--- src/verilog/arfc_defs.vh ---
`ifndef ARFC_DEFS_VH
`define ARFC_DEFS_VH
// ----------------------------------------------------------------
// Frame layout
// ----------------------------------------------------------------
`define ARFC_DELIM 8'h7E
`define ARFC_TYPE_REMOTE 8'h07
`define ARFC_TYPE_LOCAL 8'h08
`define ARFC_TYPE_TX 8'h10
`define ARFC_TYPE_TX_STATUS 8'h8B
`define ARFC_CKSUM_BASE 8'hFF
`define ARFC_OFS_TYPE 16'h0003
`define ARFC_OFS_ID 16'h0004
`define ARFC_OFS_ADDR_FIRST 16'h0005
`define ARFC_OFS_ADDR_LAST 16'h000C
`define ARFC_OFS_MAC_FIRST 16'h0007
`define ARFC_OFS_IP_FIRST 16'h0009
`define ARFC_OFS_ROPT 16'h000D
`define ARFC_OFS_RCMD0 16'h000E
`define ARFC_OFS_RCMD1 16'h000F
`define ARFC_OFS_LCMD0 16'h0005
`define ARFC_OFS_LCMD1 16'h0006
`define ARFC_OFS_TXOPT 16'h0010
`define ARFC_OFS_TXDATA 16'h0011
`define ARFC_BIT_APPLY 1
`define ARFC_BIT_NOACK 0
`define ARFC_MAX_PAYLOAD 16'h0570
// Fixed bytes ahead of the parameter or payload, counted from type.
`define ARFC_HDR_REMOTE 16'h000D
`define ARFC_HDR_LOCAL 16'h0004
`define ARFC_HDR_TX 16'h000E
`endif

--- src/verilog/arfc_codec.v ---
`timescale 1ns/1ns
`include "arfc_defs.vh"
// What this block does
// IPv4 destination sits right-aligned in low 32 bits, upper bytes zero.
// Low six address bytes are a MAC only when equal to own MAC.
// Remote option bit 0x02 applies changes; else apply later.
// Remote command name at offsets 14 and 15, first char in high byte.
// Parameter bytes present means set; none present means query.
// Local frame 0x08: name at 5-6, parameter 7-n, apply at once.
// Local frame with checksum right after name is a query.
// Transmit 0x10 with nonzero ID yields status 0x8B; zero gives none.
// Transmit option 0x01 disables ack; bytes 13-15 unused.
// Transmit payload from offset 17, at most 1392 bytes, rest dropped.
// Checksum is 0xFF minus low byte of sum from type byte.
// Length counts frame data bytes only.
// Nonzero frame ID returned in response; zero suppresses it.
// Frame: delimiter 0x7E, length MSB first, type, then ID.
// Remote command request is frame type 0x07 at fixed offsets.
module arfc_codec #(
    parameter MAX_PAYLOAD = 1392
) (
    // Clock and reset
    input wire i_clk,
    input wire i_nrst,
    // Serial byte stream from the host, already deserialised
    input wire [7:0] i_rx_byte,
    input wire i_rx_valid,
    // Own identity
    input wire [47:0] i_own_mac,
    // Decoded command
    output reg o_cmd_valid,
    output reg o_cmd_remote,
    output reg o_cmd_set,
    output reg o_cmd_apply,
    output reg [15:0] o_cmd_name,
    output reg [7:0] o_frame_id,
    output reg o_resp_req,
    output reg [63:0] o_dest_addr,
    output reg o_dest_is_mac,
    // Parameter and payload bytes
    output reg [7:0] o_data_byte,
    output reg o_data_valid,
    // Transmit request
    output reg o_tx_valid,
    output reg o_tx_noack,
    output reg [15:0] o_tx_len,
    output reg o_tx_truncated,
    output reg [7:0] o_status_type,
    // Errors
    output reg o_frame_error
);
    // ------------------------------------------------------------
    // States
    // ------------------------------------------------------------
    localparam S_IDLE = 3'd0;
    localparam S_LEN_HI = 3'd1;
    localparam S_LEN_LO = 3'd2;
    localparam S_BODY = 3'd3;
    localparam S_CKSUM = 3'd4;

    // ------------------------------------------------------------
    // Byte capture
    // ------------------------------------------------------------
    // Strobe and byte cross as one word. The byte is taken one clock
    // after the strobe is first seen high, so a data bit that settled a
    // clock later than the strobe is already valid.
    wire [8:0] sync_w;
    reg [1:0] strobe_q;
    wire take_w;
    wire [7:0] byte_w;

    // Bit eight carries the strobe, the bits below it the byte.
    arfc_sync #(.W(9)) u_sync (
        .i_clk(i_clk),
        .i_nrst(i_nrst),
        .i_d({i_rx_valid, i_rx_byte}),
        .o_q(sync_w)
    );

    always @(posedge i_clk or negedge i_nrst)
    begin
        if (!i_nrst)
            strobe_q <= 2'h0;
        else
            strobe_q <= {strobe_q[0], sync_w[8]};
    end

    assign take_w = strobe_q[0] && !strobe_q[1];
    assign byte_w = sync_w[7:0];

    // ------------------------------------------------------------
    // Frame state
    // ------------------------------------------------------------
    reg [2:0] state_q;
    reg [15:0] len_q;
    reg [15:0] ofs_q;
    reg [7:0] sum_q;
    reg [7:0] type_q;
    reg [7:0] id_q;
    reg [7:0] opt_q;
    reg [15:0] name_q;
    reg [63:0] addr_q;
    reg [15:0] pay_q;
    reg trunc_q;

    // ------------------------------------------------------------
    // Field helpers
    // ------------------------------------------------------------
    localparam [15:0] PAY_LIMIT = MAX_PAYLOAD[15:0];
    wire [15:0] hdr_w;
    wire known_w;
    wire [15:0] body_end_w;
    wire cksum_ok_w;
    wire len_ok_w;
    wire good_w;

    assign known_w = (type_q == `ARFC_TYPE_REMOTE) ||
        (type_q == `ARFC_TYPE_LOCAL) || (type_q == `ARFC_TYPE_TX);
    // Fixed bytes from the type byte up to the first data byte.
    assign hdr_w = (type_q == `ARFC_TYPE_REMOTE) ? `ARFC_HDR_REMOTE :
        (type_q == `ARFC_TYPE_LOCAL) ? `ARFC_HDR_LOCAL : `ARFC_HDR_TX;
    // Offset of the last frame data byte: 2 + length.
    assign body_end_w = len_q + 16'h0002;
    // With the checksum added, the low byte of the sum is 0xFF.
    assign cksum_ok_w = (byte_w == `ARFC_CKSUM_BASE - sum_q);
    // A frame shorter than its fixed fields cannot be decoded.
    assign len_ok_w = (len_q >= hdr_w);
    assign good_w = cksum_ok_w && known_w && len_ok_w;

    // ------------------------------------------------------------
    // Parser
    // ------------------------------------------------------------
    // A frame cut short leaves the parser waiting for body bytes, and the
    // next delimiter is then read as data; the host must finish each
    // frame it starts.
    always @(posedge i_clk or negedge i_nrst)
    begin
        if (!i_nrst)
        begin
            state_q <= S_IDLE;
            len_q <= 16'h0000;
            ofs_q <= 16'h0000;
            sum_q <= 8'h00;
            type_q <= 8'h00;
            id_q <= 8'h00;
            opt_q <= 8'h00;
            name_q <= 16'h0000;
            addr_q <= 64'h0000_0000_0000_0000;
            pay_q <= 16'h0000;
            trunc_q <= 1'b0;
            o_cmd_valid <= 1'b0;
            o_cmd_remote <= 1'b0;
            o_cmd_set <= 1'b0;
            o_cmd_apply <= 1'b0;
            o_cmd_name <= 16'h0000;
            o_frame_id <= 8'h00;
            o_resp_req <= 1'b0;
            o_dest_addr <= 64'h0000_0000_0000_0000;
            o_dest_is_mac <= 1'b0;
            o_data_byte <= 8'h00;
            o_data_valid <= 1'b0;
            o_tx_valid <= 1'b0;
            o_tx_noack <= 1'b0;
            o_tx_len <= 16'h0000;
            o_tx_truncated <= 1'b0;
            o_status_type <= 8'h00;
            o_frame_error <= 1'b0;
        end
        else
        begin
            o_cmd_valid <= 1'b0;
            o_tx_valid <= 1'b0;
            o_data_valid <= 1'b0;
            o_frame_error <= 1'b0;
            if (take_w)
            begin
                case (state_q)
                    S_IDLE:
                    begin
                        if (byte_w == `ARFC_DELIM)
                            state_q <= S_LEN_HI;
                    end
                    S_LEN_HI:
                    begin
                        len_q <= {byte_w, 8'h00};
                        state_q <= S_LEN_LO;
                    end
                    S_LEN_LO:
                    begin
                        len_q <= {len_q[15:8], byte_w};
                        // Fields of the new frame restart here.
                        ofs_q <= `ARFC_OFS_TYPE;
                        sum_q <= 8'h00;
                        pay_q <= 16'h0000;
                        trunc_q <= 1'b0;
                        opt_q <= 8'h00;
                        addr_q <= 64'h0000_0000_0000_0000;
                        if ({len_q[15:8], byte_w} == 16'h0000)
                            state_q <= S_CKSUM;
                        else
                            state_q <= S_BODY;
                    end
                    S_BODY:
                    begin
                        // Offsets count from the delimiter at zero.
                        sum_q <= sum_q + byte_w;
                        ofs_q <= ofs_q + 16'h0001;
                        if (ofs_q == `ARFC_OFS_TYPE)
                            type_q <= byte_w;
                        else if (ofs_q == `ARFC_OFS_ID)
                            id_q <= byte_w;
                        else if (type_q == `ARFC_TYPE_LOCAL)
                        begin
                            if (ofs_q == `ARFC_OFS_LCMD0)
                                name_q[15:8] <= byte_w;
                            else if (ofs_q == `ARFC_OFS_LCMD1)
                                name_q[7:0] <= byte_w;
                            else
                            begin
                                o_data_byte <= byte_w;
                                o_data_valid <= 1'b1;
                                pay_q <= pay_q + 16'h0001;
                            end
                        end
                        else if (type_q == `ARFC_TYPE_REMOTE ||
                            type_q == `ARFC_TYPE_TX)
                        begin
                            if (ofs_q <= `ARFC_OFS_ADDR_LAST)
                                addr_q <= {addr_q[55:0], byte_w};
                            else if (type_q == `ARFC_TYPE_REMOTE)
                            begin
                                if (ofs_q == `ARFC_OFS_ROPT)
                                    opt_q <= byte_w;
                                else if (ofs_q == `ARFC_OFS_RCMD0)
                                    name_q[15:8] <= byte_w;
                                else if (ofs_q == `ARFC_OFS_RCMD1)
                                    name_q[7:0] <= byte_w;
                                else
                                begin
                                    o_data_byte <= byte_w;
                                    o_data_valid <= 1'b1;
                                    pay_q <= pay_q + 16'h0001;
                                end
                            end
                            else if (ofs_q == `ARFC_OFS_TXOPT)
                                opt_q <= byte_w;
                            else if (ofs_q >= `ARFC_OFS_TXDATA)
                            begin
                                // Excess bytes still enter the checksum.
                                if (pay_q < PAY_LIMIT)
                                begin
                                    o_data_byte <= byte_w;
                                    o_data_valid <= 1'b1;
                                    pay_q <= pay_q + 16'h0001;
                                end
                                else
                                    trunc_q <= 1'b1;
                            end
                        end
                        if (ofs_q == body_end_w)
                            state_q <= S_CKSUM;
                    end
                    S_CKSUM:
                    begin
                        state_q <= S_IDLE;
                        if (!good_w)
                            o_frame_error <= 1'b1;
                        else
                        begin
                            o_frame_id <= id_q;
                            o_resp_req <= (id_q != 8'h00);
                            o_dest_addr <= addr_q;
                            // Only the low six bytes are compared.
                            o_dest_is_mac <= (type_q != `ARFC_TYPE_LOCAL)
                                && (addr_q[47:0] == i_own_mac);
                            if (type_q == `ARFC_TYPE_TX)
                            begin
                                o_tx_valid <= 1'b1;
                                o_tx_noack <= opt_q[`ARFC_BIT_NOACK];
                                o_tx_len <= pay_q;
                                o_tx_truncated <= trunc_q;
                                o_status_type <= (id_q != 8'h00) ?
                                    `ARFC_TYPE_TX_STATUS : 8'h00;
                            end
                            else
                            begin
                                o_cmd_valid <= 1'b1;
                                o_cmd_name <= name_q;
                                o_cmd_remote <= (type_q == `ARFC_TYPE_REMOTE);
                                // No bytes after the name means a query.
                                o_cmd_set <= (pay_q != 16'h0000);
                                o_cmd_apply <=
                                    (type_q == `ARFC_TYPE_LOCAL) ||
                                    opt_q[`ARFC_BIT_APPLY];
                                o_status_type <= 8'h00;
                            end
                        end
                    end
                    default:
                        state_q <= S_IDLE;
                endcase
            end
        end
    end
endmodule // arfc_codec

--- src/verilog/arfc_sync.v ---
`timescale 1ns/1ns
`include "arfc_defs.vh"
// Three-stage synchroniser; output changes when stages two and three agree.
module arfc_sync #(
    parameter W = 1
) (
    // Clock and reset
    input wire i_clk,
    input wire i_nrst,
    // Data
    input wire [W-1:0] i_d,
    output reg [W-1:0] o_q
);
    reg [W-1:0] s1_q;
    reg [W-1:0] s2_q;
    reg [W-1:0] s3_q;
    genvar g;
    always @(posedge i_clk or negedge i_nrst)
    begin
        if (!i_nrst)
        begin
            s1_q <= {W{1'b0}};
            s2_q <= {W{1'b0}};
            s3_q <= {W{1'b0}};
        end
        else
        begin
            s1_q <= i_d;
            s2_q <= s1_q;
            s3_q <= s2_q;
        end
    end
    generate
        for (g = 0; g < W; g = g + 1)
        begin : g_bit
            always @(posedge i_clk or negedge i_nrst)
            begin
                if (!i_nrst)
                    o_q[g] <= 1'b0;
                else if (s2_q[g] == s3_q[g])
                    o_q[g] <= s3_q[g];
            end
        end
    endgenerate
endmodule // arfc_sync

--- config.mk ---
export PLATFORM = sky130hd
export DESIGN_NAME = arfc_codec
export DESIGN_NICKNAME = d
export VERILOG_FILES = /design/src/verilog/arfc_codec.v /design/src/verilog/arfc_sync.v
export VERILOG_INCLUDE_DIRS = /design/src /design/src/verilog
export SDC_FILE = /design/constraint.sdc
export NUM_CORES = 1
export LEC_CHECK = 0
export BUFFER_PORTS_ARGS = -buffer_cell sky130_fd_sc_hd__buf_2
export CORE_MARGIN = 3
export CORE_UTILIZATION = 39
export CTS_BUF_LIST = sky130_fd_sc_hd__clkbuf_2
export CTS_CLUSTER_SIZE = 16
export DETAILED_ROUTE_END_ITERATION = 12
export GPL_ROUTABILITY_DRIVEN = 1
export PLACE_DENSITY = 0.69
export SYNTH_ARGS = -nofsm -noshare
export SYNTH_HDL_FRONTEND = slang
export SYNTH_SLANG_ARGS = --single-unit
--- constraint.sdc ---
create_clock -name i_clk -period 3 [get_ports i_clk]
set_input_delay 0.6 -clock i_clk [delete_from_list [all_inputs] [get_ports i_clk]]
set_output_delay 0.6 -clock i_clk [all_outputs]
set_load 0.03 [all_outputs]
==> reports/results.txt, run 1 <==
drt wl/cell: 18.0 um
asr flop ratio synth: 100%
post-synth cell types: 69
crit-path max FO: 8
first-pass iteration count of the detailed router: 5
fmax: 331 MHz
core area: 35800 um^2
Synth area leaders: dfrtp_1 (56%), mux2_2 (7.9%), nand2_1 (7.7%), o21ai_0 (4.2%), xor2_1 (2.9%)
CP Launch Type: register
Setup violations, final: 13
Layout Skew: 80.9 ps
most frequent cells in the layout: dfrtp_1 (319), nand2_1 (291), buf_2 (184)
commonest non-fill, non-tap cell in the layout: dfrtp_1
Final min period: 3020 ps
final wirelength: 37.7 mm
DRC: 0
Layout Nets: 1672
Worst-Skew Late Latency: 960 ps
synthesized flop and latch total: 320
cell depth of the worst flop-to-flop path: 13
grt total ovfl: 0
Slowest-stage cell, CP: or4_4
H-tree depth: 3
yosys warns: 0
worst-path cell chain: or4_4 -> or2_4 -> inv_2 -> ha_1 -> nand2b_4 -> a21oi_2 -> o2111ai_2 -> o2111ai_4 -> nand2b_4 -> clkinvlp_4 -> clkbuf_16 -> nand2_1 -> nand2_1
Critical Path Max Stage Delay: 540 ps
Post-synth top flop: dfrtp_1
CTS Root Cell: clkbuf_2
Antenna Violating Nets Remaining: 0
failing checks: setup timing
final hold slack: 141 ps
Total Power: 0.0111 W
Avg Vias per Cell: 5.23
Synth area leader: dfrtp_1
top cell type's share of synthesized area: 56.0%
largest net degree at the start of global routing: 67
worst slew pin tran: 764 ps
Hold/Removal Path Class: in -> reg
CTS buffer count: 83
fin util: 47.6%
initial antenna violation count: 1
fin cells: 2098
Max VDD drop: 0.309 mV
Clock Pin Slew Worst Setup and Hold Paths: 100 ps
port bufs: 185
Total GRT Usage: 19.0%
leakage: 8.69 nW
Tcrit/Tclk final: 101%
hold path cells: 6
area delta synth->final: 19.2%
Die X: 197 um
post-synthesis sequential area ratio: 56.0%
number of global-route vias before repair: 10800
post-synthesis cell count: 1326
status: finished with violations
die area: 39000 um^2
setup ws final: -18.7 ps
Mean Syn Cell Area: 10.8 um^2
family with the most delay on the worst path: simple AND/OR/NAND/NOR gates
placer congestion estimate: 0.906
Vias: 11000
share of cells above drive strength 1: 31.6%
RR Startpoint: type_q[4]$_DFFE_PN0P_
Post-synth EDFFs: 0
crit end category: register
maxcap violations: 0
Clock Sinks: 320
placed cell count: 1946
die height: 197 um
1st-iter DRT viols: 718
clock buffer depth: 3
IO Count: 190
Worst path depth: 13
PwrDens: 650 nW/um^2
Worst Path Arrival: 3860 ps
TritonCTS clock tree: done
Mapped Area: 14300 um^2
Worst Path Buf+Inv: 3
kind of critical path: reg -> reg
post-detail-place hpwl: 25.5 mm
Initial Utilization: 39.9%
Worst EP required: 3840 ps
fin. max-slew vios: 0
final hold violation count: 0
first-pass GRT wire length: 58.9 mm
num rows: 69
Slew HR: 49.0%
Critical path origin: type_q[4]$_DFFE_PN0P_
Hold Crit Start: i_own_mac[26]
[repair_timing]
action | CTS | global route
resized for setup | 1 | 12
hold buffers | 10 | 0
pin swaps | 1 | 6
gates cloned | 1 | 4
endpoints found under the setup margin | 74 | 104
hold endpoints to repair | 127 | 0
setup buffers | 0 | 9
[worst register-to-register path: stages (launching register included)]
cell,delay (ps)
dfrtp_1,390
or4_4,540
or2_4,250
inv_2,60
ha_1,220
nand2b_4,140
a21oi_2,130
o2111ai_2,200
o2111ai_4,170
nand2b_4,190
clkinvlp_4,240
clkbuf_16,260
nand2_1,80
nand2_1,50
[kinds of logic (layout without fill, tap and decap cells)]
family                   after synthesis  in the layout  share of synthesized area, %
AO/OA/AOI/OAI                        204            204                          8.64
XOR/XNOR                              80             80                          4.90
adder cells (fa/ha/maj)               28             28                          2.34
buffers and inverters                 96            403                          3.11
flip-flops                           320            320                          56.0
multiplexers                         117            117                          9.41
other                                  1              5                        0.0262
AND/OR/NAND/NOR                      480            480                          15.6
[cell type report]
cell class	instances	area [um^2]
fill	3268	18800
antenna	1	2.50
clock inverter	13	123
clock buffer	114	571
sequential	320	8010
multi-input combinational	913	5920
tap	461	577
inverter	14	60.1
timing repair buffer	262	1780
[state kept, by name (all words and copies together) (netlist names), 2 cells and up]
| name | cells |
|---|---|
| u_sync.s3_q | 9 |
| o_dest_addr | 64 |
| opt_q | 2 |
| u_sync.s1_q | 9 |
| u_sync.s2_q | 9 |
| id_q | 8 |
| ofs_q | 16 |
| pay_q | 16 |
| addr_q | 64 |
| o_frame_id | 8 |
| state_q | 3 |
| o_cmd_name | 16 |
| strobe_q | 2 |
| sum_q | 8 |
| o_data_byte | 8 |
| len_q | 16 |
| type_q | 8 |
| o_tx_len | 16 |
| u_sync.o_q | 9 |
| name_q | 16 |
[stage by stage]
stage	TNS (ps)	area (um^2)	worst slack, ps
2_1_floorplan	0	14300	22.3
3_3_place_gp	0	16000	82.4
3_5_place_dp	0	16000	8.40
4_1_cts	-1830	16800	-74.1
5_1_grt	-1460	17000	-57.5
6_report	-81.3	17000	-18.7
[power breakdown]
group	leakage, nW	switching, W	internal (W)
clock	0.521	0.00175	0.00118
sequential	4.31	0.000629	0.00476
combinational	3.86	0.00162	0.00115
total	8.69	0.00400	0.00708
[final timing paths]
check | slack (ps) | end
setup / recovery | -20 | o_cmd_name[14]$_DFFE_PN0P_
hold / removal | 140 | o_dest_is_mac$_DFFE_PN0P_
setup reg to reg | -20 | o_cmd_name[14]$_DFFE_PN0P_
hold reg to reg | 330 | u_sync.s2_q[0]$_DFF_PN0_
max in group asynchronous | 2000 | o_dest_addr[26]$_DFFE_PN0P_
min in group asynchronous | 220 | addr_q[51]$_DFFE_PN0P_
[synthesized netlist by cell type, types with 9 or more instances]
cell type / n
and3_1: 12
or3_1: 11
buf_4: 13
buf_2: 16
a21oi_1: 26
a22o_1: 11
o21ai_0: 119
inv_1: 12
nor3_1: 17
xnor2_1: 33
nand2b_1: 9
nand2_1: 292
or4_1: 12
maj3_1: 9
ha_1: 18
nand3_1: 26
nor2_1: 32
nand4_1: 16
mux2_2: 100
xor2_1: 47
clkbuf_1: 49
nor4_1: 18
dfrtp_1: 320
[per-layer routing]
metal  vias to the layer above  routed length, um  share of wire [%]  GRT usage (%)
met5                         -                  0                  0              0
met4                         0               1160                3.1           8.20
met3                        88               2510                6.7           4.98
met2                       338              16700                 44           28.1
met1                      5411              17300                 46           26.6
li1                       5134                  -                  -              -
Power figures use the tool's default switching activity.
==> run 2: changes to the inputs <==
CELL_PAD_IN_SITES_DETAIL_PLACEMENT = 1   (was unset)
CELL_PAD_IN_SITES_GLOBAL_PLACEMENT = 2   (was unset)
CORE_UTILIZATION = 35   (was 39)
PLACE_DENSITY = 0.87   (was 0.69)
==> run 2 against run 1 <==
Compared with the run above: the flow now finishes without violations; critical path depth down 3; routed wire length up 13%; non-clock buffer count up 13; sequential power about the same; worst setup slack better by 44 ps; first-iteration DRC count shrank 31%; clock skew rose by 17 ps; critical path type unchanged.
==> reports/results.txt, run 2 (synthesis results as in run 1) <==
Worst-Skew Late Latency: 990 ps (+30 ps)
core area: 40000 um^2 (+12%)
Worst EP required: 3790 ps (-50 ps)
Critical path origin: type_q[5]$_DFFE_PN0P_
Int Power: 0.00720 W (+1.6%)
placer congestion estimate: 0.846 (-6.6%)
Seq pwr share: 46.7% (-1.9 points)
area of the multi-input gates: 6040 um^2 (+2.0%)
Slew HR: 42.3% (-6.8 points)
Critical Path Max Stage Delay: 530 ps (about the same)
TritonCTS clock tree: done
crit end category: register
P_sw: 0.00431 W (+7.9%)
die area: 43300 um^2 (+11%)
Initial Utilization: 35.7% (-4.2 points)
Clock Sinks: 320 (unchanged)
Clock Pin Slew Worst Setup and Hold Paths: 120 ps (+20 ps)
fin. max-slew vios: 0 (unchanged)
CTS Root Cell: clkbuf_2
Die X: 208 um (+5.4%)
crit-path max FO: 23 (+15)
most used routing layer in global routing: met2
H-tree depth: 3 (unchanged)
setup ws final: 25.1 ps (+43.8 ps)
DP Area: 16100 um^2 (+0.88%)
GRT met3 Usage: 4.61% (-0.37 points)
worst slew pin tran: 858 ps (+93.8 ps)
most frequent cells in the layout: dfrtp_1 (318), nand2_1 (292), buf_2 (184)
Final min period: 2970 ps (-43.8 ps)
registers with the most flip-flops: addr_q: 64 flops, o_dest_addr: 64 flops
Setup WS pre-CTS: -73.2 ps (-81.6 ps)
CP Launch Type: register
maxcap violations: 0 (unchanged)
Hold/Removal Path Class: in -> reg
port bufs: 185 (unchanged)
Fillers: 4555 (+39%)
CTS buffer count: 88 (+6.0%)
Total Power: 0.0115 W (+3.9%)
kind of critical path: reg -> reg
worst-path cell chain: or4_4 -> or2_4 -> inv_4 -> ha_4 -> nand2b_4 -> a21oi_4 -> o2111ai_4 -> o2111ai_4 -> buf_12 -> mux2_2
Clk pwr share: 27.0% (+0.6 points)
Total GRT Usage: 19.5% (+0.46 points)
hold path cells: 5 (-1)
leakage: 8.87 nW (+2.1%)
Switching Fraction: 37.5% (+1.4 points)
fmax: 336 MHz (+1.5%)
first-pass GRT wire length: 67.7 mm (+15%)
PwrDens: 661 nW/um^2 (+1.7%)
post-detail-place hpwl: 29.4 mm (+15%)
clock buffer depth: 3 (unchanged)
Max VDD drop: 0.260 mV (-16%)
largest net degree at the start of global routing: 73 (+9.0%)
final wirelength: 42.5 mm (+13%)
cell depth of the worst flop-to-flop path: 10 (-3)
1st-iter DRT viols: 498 (-31%)
IO Count: 190 (unchanged)
final hold violation count: 0 (unchanged)
Global Route met2 Usage: 31.1% (+3.1 points)
RSZ-0062 raised after global routing: true
M1 GR Usage: 26.0% (-0.60 points)
initial antenna violation count: 2 (+1)
Register Area: 8010 um^2 (about the same)
Tcrit/Tclk final: 99.2% (-1.5 points)
area delta synth->final: 21.8%
first-pass iteration count of the detailed router: 5 (unchanged)
Worst Path Arrival: 3760 ps (-100 ps)
Antenna Violating Nets Remaining: 0 (unchanged)
commonest non-fill, non-tap cell in the layout: dfrtp_1
cell with the most instances on the worst path: o2111ai_4
Layout Skew: 97.5 ps (+16.6 ps)
DRC: 0 (unchanged)
combinational share of power: 26.3% (+1.3 points)
Vias: 11200 (+1.7%)
Hold Crit Start: i_own_mac[2]
num rows: 73 (+5.8%)
status: completed
Avg Vias per Cell: 5.06 (-3.3%)
drt wl/cell: 19.3 um (+7.3%)
Setup TNS: 0 ps (+81.3 ps)
Setup violations, final: 0 (-13)
die height: 208 um (+5.4%)
fin area: 17400 um^2 (+2.2%)
Slowest-stage cell, CP: or4_4
flop-to-flop setup slack: 30 ps (+40 ps)
Layout Nets: 1690 (+1.1%)
grt total ovfl: 0 (unchanged)
number of global-route vias before repair: 12100 (+12%)
share of cells above drive strength 1: 32.4% (+0.76 points)
RR Startpoint: type_q[5]$_DFFE_PN0P_
-- run 2: cell types whose count changed in the layout (fill, tap and decap cells not counted), sizes merged --
cell | previous run | this run
buf | 247 | 258
bufinv | 2 | 1
clkbuf | 119 | 127
clkinv | 6 | 25
clkinvlp | 5 | 3
diode | 1 | 3
dlygate4sd3 | 10 | 16
inv | 14 | 15
-- run 2: worst max-delay path: cells and delay by family (launching register included) --
kind                       cells  cell delay, ps
muxes                          1             360
adders and majority gates      1             180
buffers and inverters          2             320
DFF                            1             400
AOI/OAI and AO/OA              3             570
and+or+nand+nor                3             960
-- run 2: through the flow --
step                instances  hold slack (ps)  util, %
CTS                      2195             12.8     42.9
floorplan                1329              304        -
finish                   2206              150     43.5
detailed placement       2018              336     40.3
global placement         2018              334     40.3
global route             2205             45.0     43.5
-- run 2: final timing paths --
kind,end
worst max-delay path,o_dest_addr[21]$_DFFE_PN0P_
worst min-delay path,o_dest_is_mac$_DFFE_PN0P_
worst max register to register,o_dest_addr[21]$_DFFE_PN0P_
worst min register to register,u_sync.s2_q[1]$_DFF_PN0_
max in group asynchronous,u_sync.s1_q[3]$_DFF_PN0_
min in group asynchronous,o_frame_id[0]$_DFFE_PN0P_
-- run 2: what timing repair did --
| action | in CTS | in global routing |
|---|---|---|
| setup buffers | 4 | 8 |
| cloned | 1 | 1 |
| pin swaps | 4 | 8 |
| endpoints found under the setup margin | 91 | 122 |
| gates resized for setup | 3 | 36 |
| hold buffers | 16 | 0 |
| hold endpoints to repair | 103 | 0 |
-- run 2: layout make-up --
class                   count  area share [%]
clock buffers             126            3.62
well taps                 525            3.77
flip-flops and latches    320            46.0
clock inverters            30           0.920
inverters                  14           0.338
diodes                      3          0.0431
multi-input cells         913            34.7
repair buffers            275            10.6
-- run 2: power groups by stage --
stage	sequential, W	combinational (W)	clock [W]
final	0.00538	0.00302	0.00311
after global routing	0.00546	0.00335	0.00352
after CTS	0.00537	0.00290	0.00327
after detailed placement	0.00546	0.00283	0
after global placement	0.00542	0.00270	0
after floorplan	0.00519	0.00197	0
-- run 2: per-layer routing --
layer / vias to the layer above / share of wire (%) / routed length [um]
met4: 0 / 2.4 / 1030
met5: - / 0 / 0
met3: 80 / 5.5 / 2360
met1: 5612 / 46 / 19400
met2: 287 / 46 / 19800
li1: 5181 / - / -
==> run 3: changes to the inputs <==
RECOVER_POWER = 25   (was unset)
==> run 3 against run 2 <==
Compared with the run above: the flow now finishes with violations (capacitance limit, slew limit); cell count stayed put; critical path depth stayed put; design area is 0.22% lower; critical path type unchanged; die area stayed put; clock power hardly changed; sequential share of layout area is 0.10 points higher; sequential cell count stayed put; sequential power hardly changed; routed wire length is 0.14% lower.
==> reports/results.txt, run 3 (synthesis results as in run 1) <==
port bufs: 185 (unchanged)
initial antenna violation count: 2 (unchanged)
setup ws final: 19.4 ps (-5.70 ps)
H-tree depth: 3 (unchanged)
drt wl/cell: 19.2 um (-0.14%)
Clock Pin Slew Worst Setup and Hold Paths: 120 ps (about the same)
worst-path cell chain: or4_4 -> or2_4 -> inv_4 -> ha_4 -> nand2b_4 -> a21oi_4 -> o2111ai_4 -> o2111ai_4 -> buf_12 -> mux2_2
Tcrit/Tclk final: 99.4% (+0.19 points)
1st-iter DRT viols: 558 (+12%)
Setup violations, final: 0 (unchanged)
CTS Root Cell: clkbuf_2
kind of critical path: reg -> reg
Worst EP required: 3790 ps (about the same)
crit end category: register
Vias: 11100 (-0.15%)
DP Area: 16100 um^2 (unchanged)
worst slew pin tran: 1950 ps (+1090 ps)
PwrDens: 662 nW/um^2 (+0.17%)
status: finished with violations
failing checks: capacitance limit, slew limit
final wirelength: 42.4 mm (-0.14%)
cell with the most instances on the worst path: o2111ai_4
Worst-Skew Late Latency: 990 ps (about the same)
maxcap violations: 1 (+1)
area delta synth->final: 21.5%
Total GRT Usage: 19.5% (unchanged)
largest net degree at the start of global routing: 73 (unchanged)
RSZ-0062 raised after global routing: true
most frequent cells in the layout: dfrtp_1 (318), nand2_1 (292), buf_2 (183)
Avg Vias per Cell: 5.05 (-0.15%)
Hold/Removal Path Class: in -> reg
post-detail-place hpwl: 29.4 mm (unchanged)
Die X: 208 um (unchanged)
TritonCTS clock tree: done
first-pass iteration count of the detailed router: 4 (-1)
fin. max-slew vios: 71 (+71)
fin util: 43.4% (-0.097 points)
Final min period: 2980 ps (+5.70 ps)
final hold slack: 155 ps (+5.67 ps)
final hold violation count: 0 (unchanged)
Setup WS pre-CTS: -73.2 ps (unchanged)
Clock Sinks: 320 (unchanged)
Setup TNS: 0 ps (unchanged)
Slowest-stage cell, CP: or4_4
IO Count: 190 (unchanged)
Layout Skew: 96.5 ps (-0.977 ps)
die height: 208 um (unchanged)
Antenna Violating Nets Remaining: 0 (unchanged)
die area: 43300 um^2 (unchanged)
fmax: 336 MHz (-0.19%)
clock buffer depth: 3 (unchanged)
num rows: 73 (unchanged)
Layout Nets: 1690 (unchanged)
Critical Path Max Stage Delay: 540 ps (about the same)
grt total ovfl: 0 (unchanged)
first-pass GRT wire length: 67.7 mm (unchanged)
core area: 40000 um^2 (unchanged)
registers with the most flip-flops: addr_q: 64 flops, o_dest_addr: 64 flops
fin area: 17400 um^2 (-0.22%)
Worst Path Arrival: 3770 ps (about the same)
DRC: 0 (unchanged)
Initial Utilization: 35.7% (unchanged)
crit-path max FO: 23 (unchanged)
CTS buffer count: 88 (unchanged)
share of cells above drive strength 1: 32.3% (-0.060 points)
commonest non-fill, non-tap cell in the layout: dfrtp_1
CP Launch Type: register
Slew HR: -29.9% (-72 points)
leakage: 8.86 nW (-0.18%)
Max VDD drop: 0.264 mV (+1.4%)
number of global-route vias before repair: 12100 (unchanged)
placer congestion estimate: 0.846 (unchanged)
-- run 3: cell types whose count changed in the layout (fill, tap and decap cells not counted) --
cell / delta
buf_12: -2
clkbuf_1: +1
buf_4: -1
clkbuf_2: +2
clkbuf_4: +2
buf_8: -1
buf_2: -1
-- run 3: final timing paths --
path                                          start                     endpoint  slack [ps]  depth (start not counted)
hold / removal                         i_own_mac[2]    o_dest_is_mac$_DFFE_PN0P_         160                          5
max in group asynchronous                    i_nrst        ofs_q[10]$_DFFE_PN0P_         410                          3
setup reg to reg              type_q[5]$_DFFE_PN0P_  o_dest_addr[21]$_DFFE_PN0P_          20                         10
min in group asynchronous                    i_nrst    o_frame_id[0]$_DFFE_PN0P_         700                          2
hold reg to reg            u_sync.s1_q[1]$_DFF_PN0_     u_sync.s2_q[1]$_DFF_PN0_         340                          0
setup / recovery              type_q[5]$_DFFE_PN0P_  o_dest_addr[21]$_DFFE_PN0P_          20                         10
-- run 3: worst max-delay path, delay by kind of cell (launching register included) --
kind | cells | cell delay, ps
AOI/OAI and AO/OA | 3 | 570
adders and majority gates | 1 | 180
buffers and inverters | 2 | 320
DFF | 1 | 410
muxes | 1 | 360
and+or+nand+nor | 3 | 970
-- run 3: timing repair --
| item | in CTS | in global routing |
|---|---|---|
| endpoints found under the hold margin | 103 | 0 |
| cloned | 1 | 1 |
| pin swaps | 4 | 8 |
| hold buffers | 16 | 0 |
| endpoints found under the setup margin | 91 | 122 |
| gates resized for setup | 3 | 36 |
| buffers inserted | 4 | 8 |
-- run 3: through the flow --
stage	instances	power, W
6_report	2206	0.0115
4_1_cts	2195	0.0115
5_1_grt	2205	0.0123
3_5_place_dp	2018	0.00829
3_3_place_gp	2018	0.00812
2_1_floorplan	1329	0.00716
-- run 3: where the power goes --
group / internal [W] / switching [W] / leakage [nW]
clock: 0.00122 / 0.00188 / 0.598
combinational: 0.00121 / 0.00181 / 3.95
sequential: 0.00476 / 0.000626 / 4.31
-- run 3: cell type report --
type / instances / area, um^2
fillers: 4557 / 22600
flip-flops and latches: 320 / 8010
multi-input cells: 913 / 6040
repair buffers: 275 / 1810
well taps: 525 / 657
clock buffers: 126 / 631
clock inverters: 30 / 160
inverters: 14 / 58.8
diodes: 3 / 7.51
-- run 3: per-layer routing --
layer | routed length [um] | global-route usage (%) | vias to the layer above | share of wire (%)
met2 | 20000 | 31.1 | 271 | 47
met4 | 964 | 6.93 | 0 | 2.3
met3 | 2210 | 4.61 | 79 | 5.2
met5 | 0 | 0 | - | 0
li1 | - | - | 5182 | -
met1 | 19300 | 26.0 | 5611 | 45
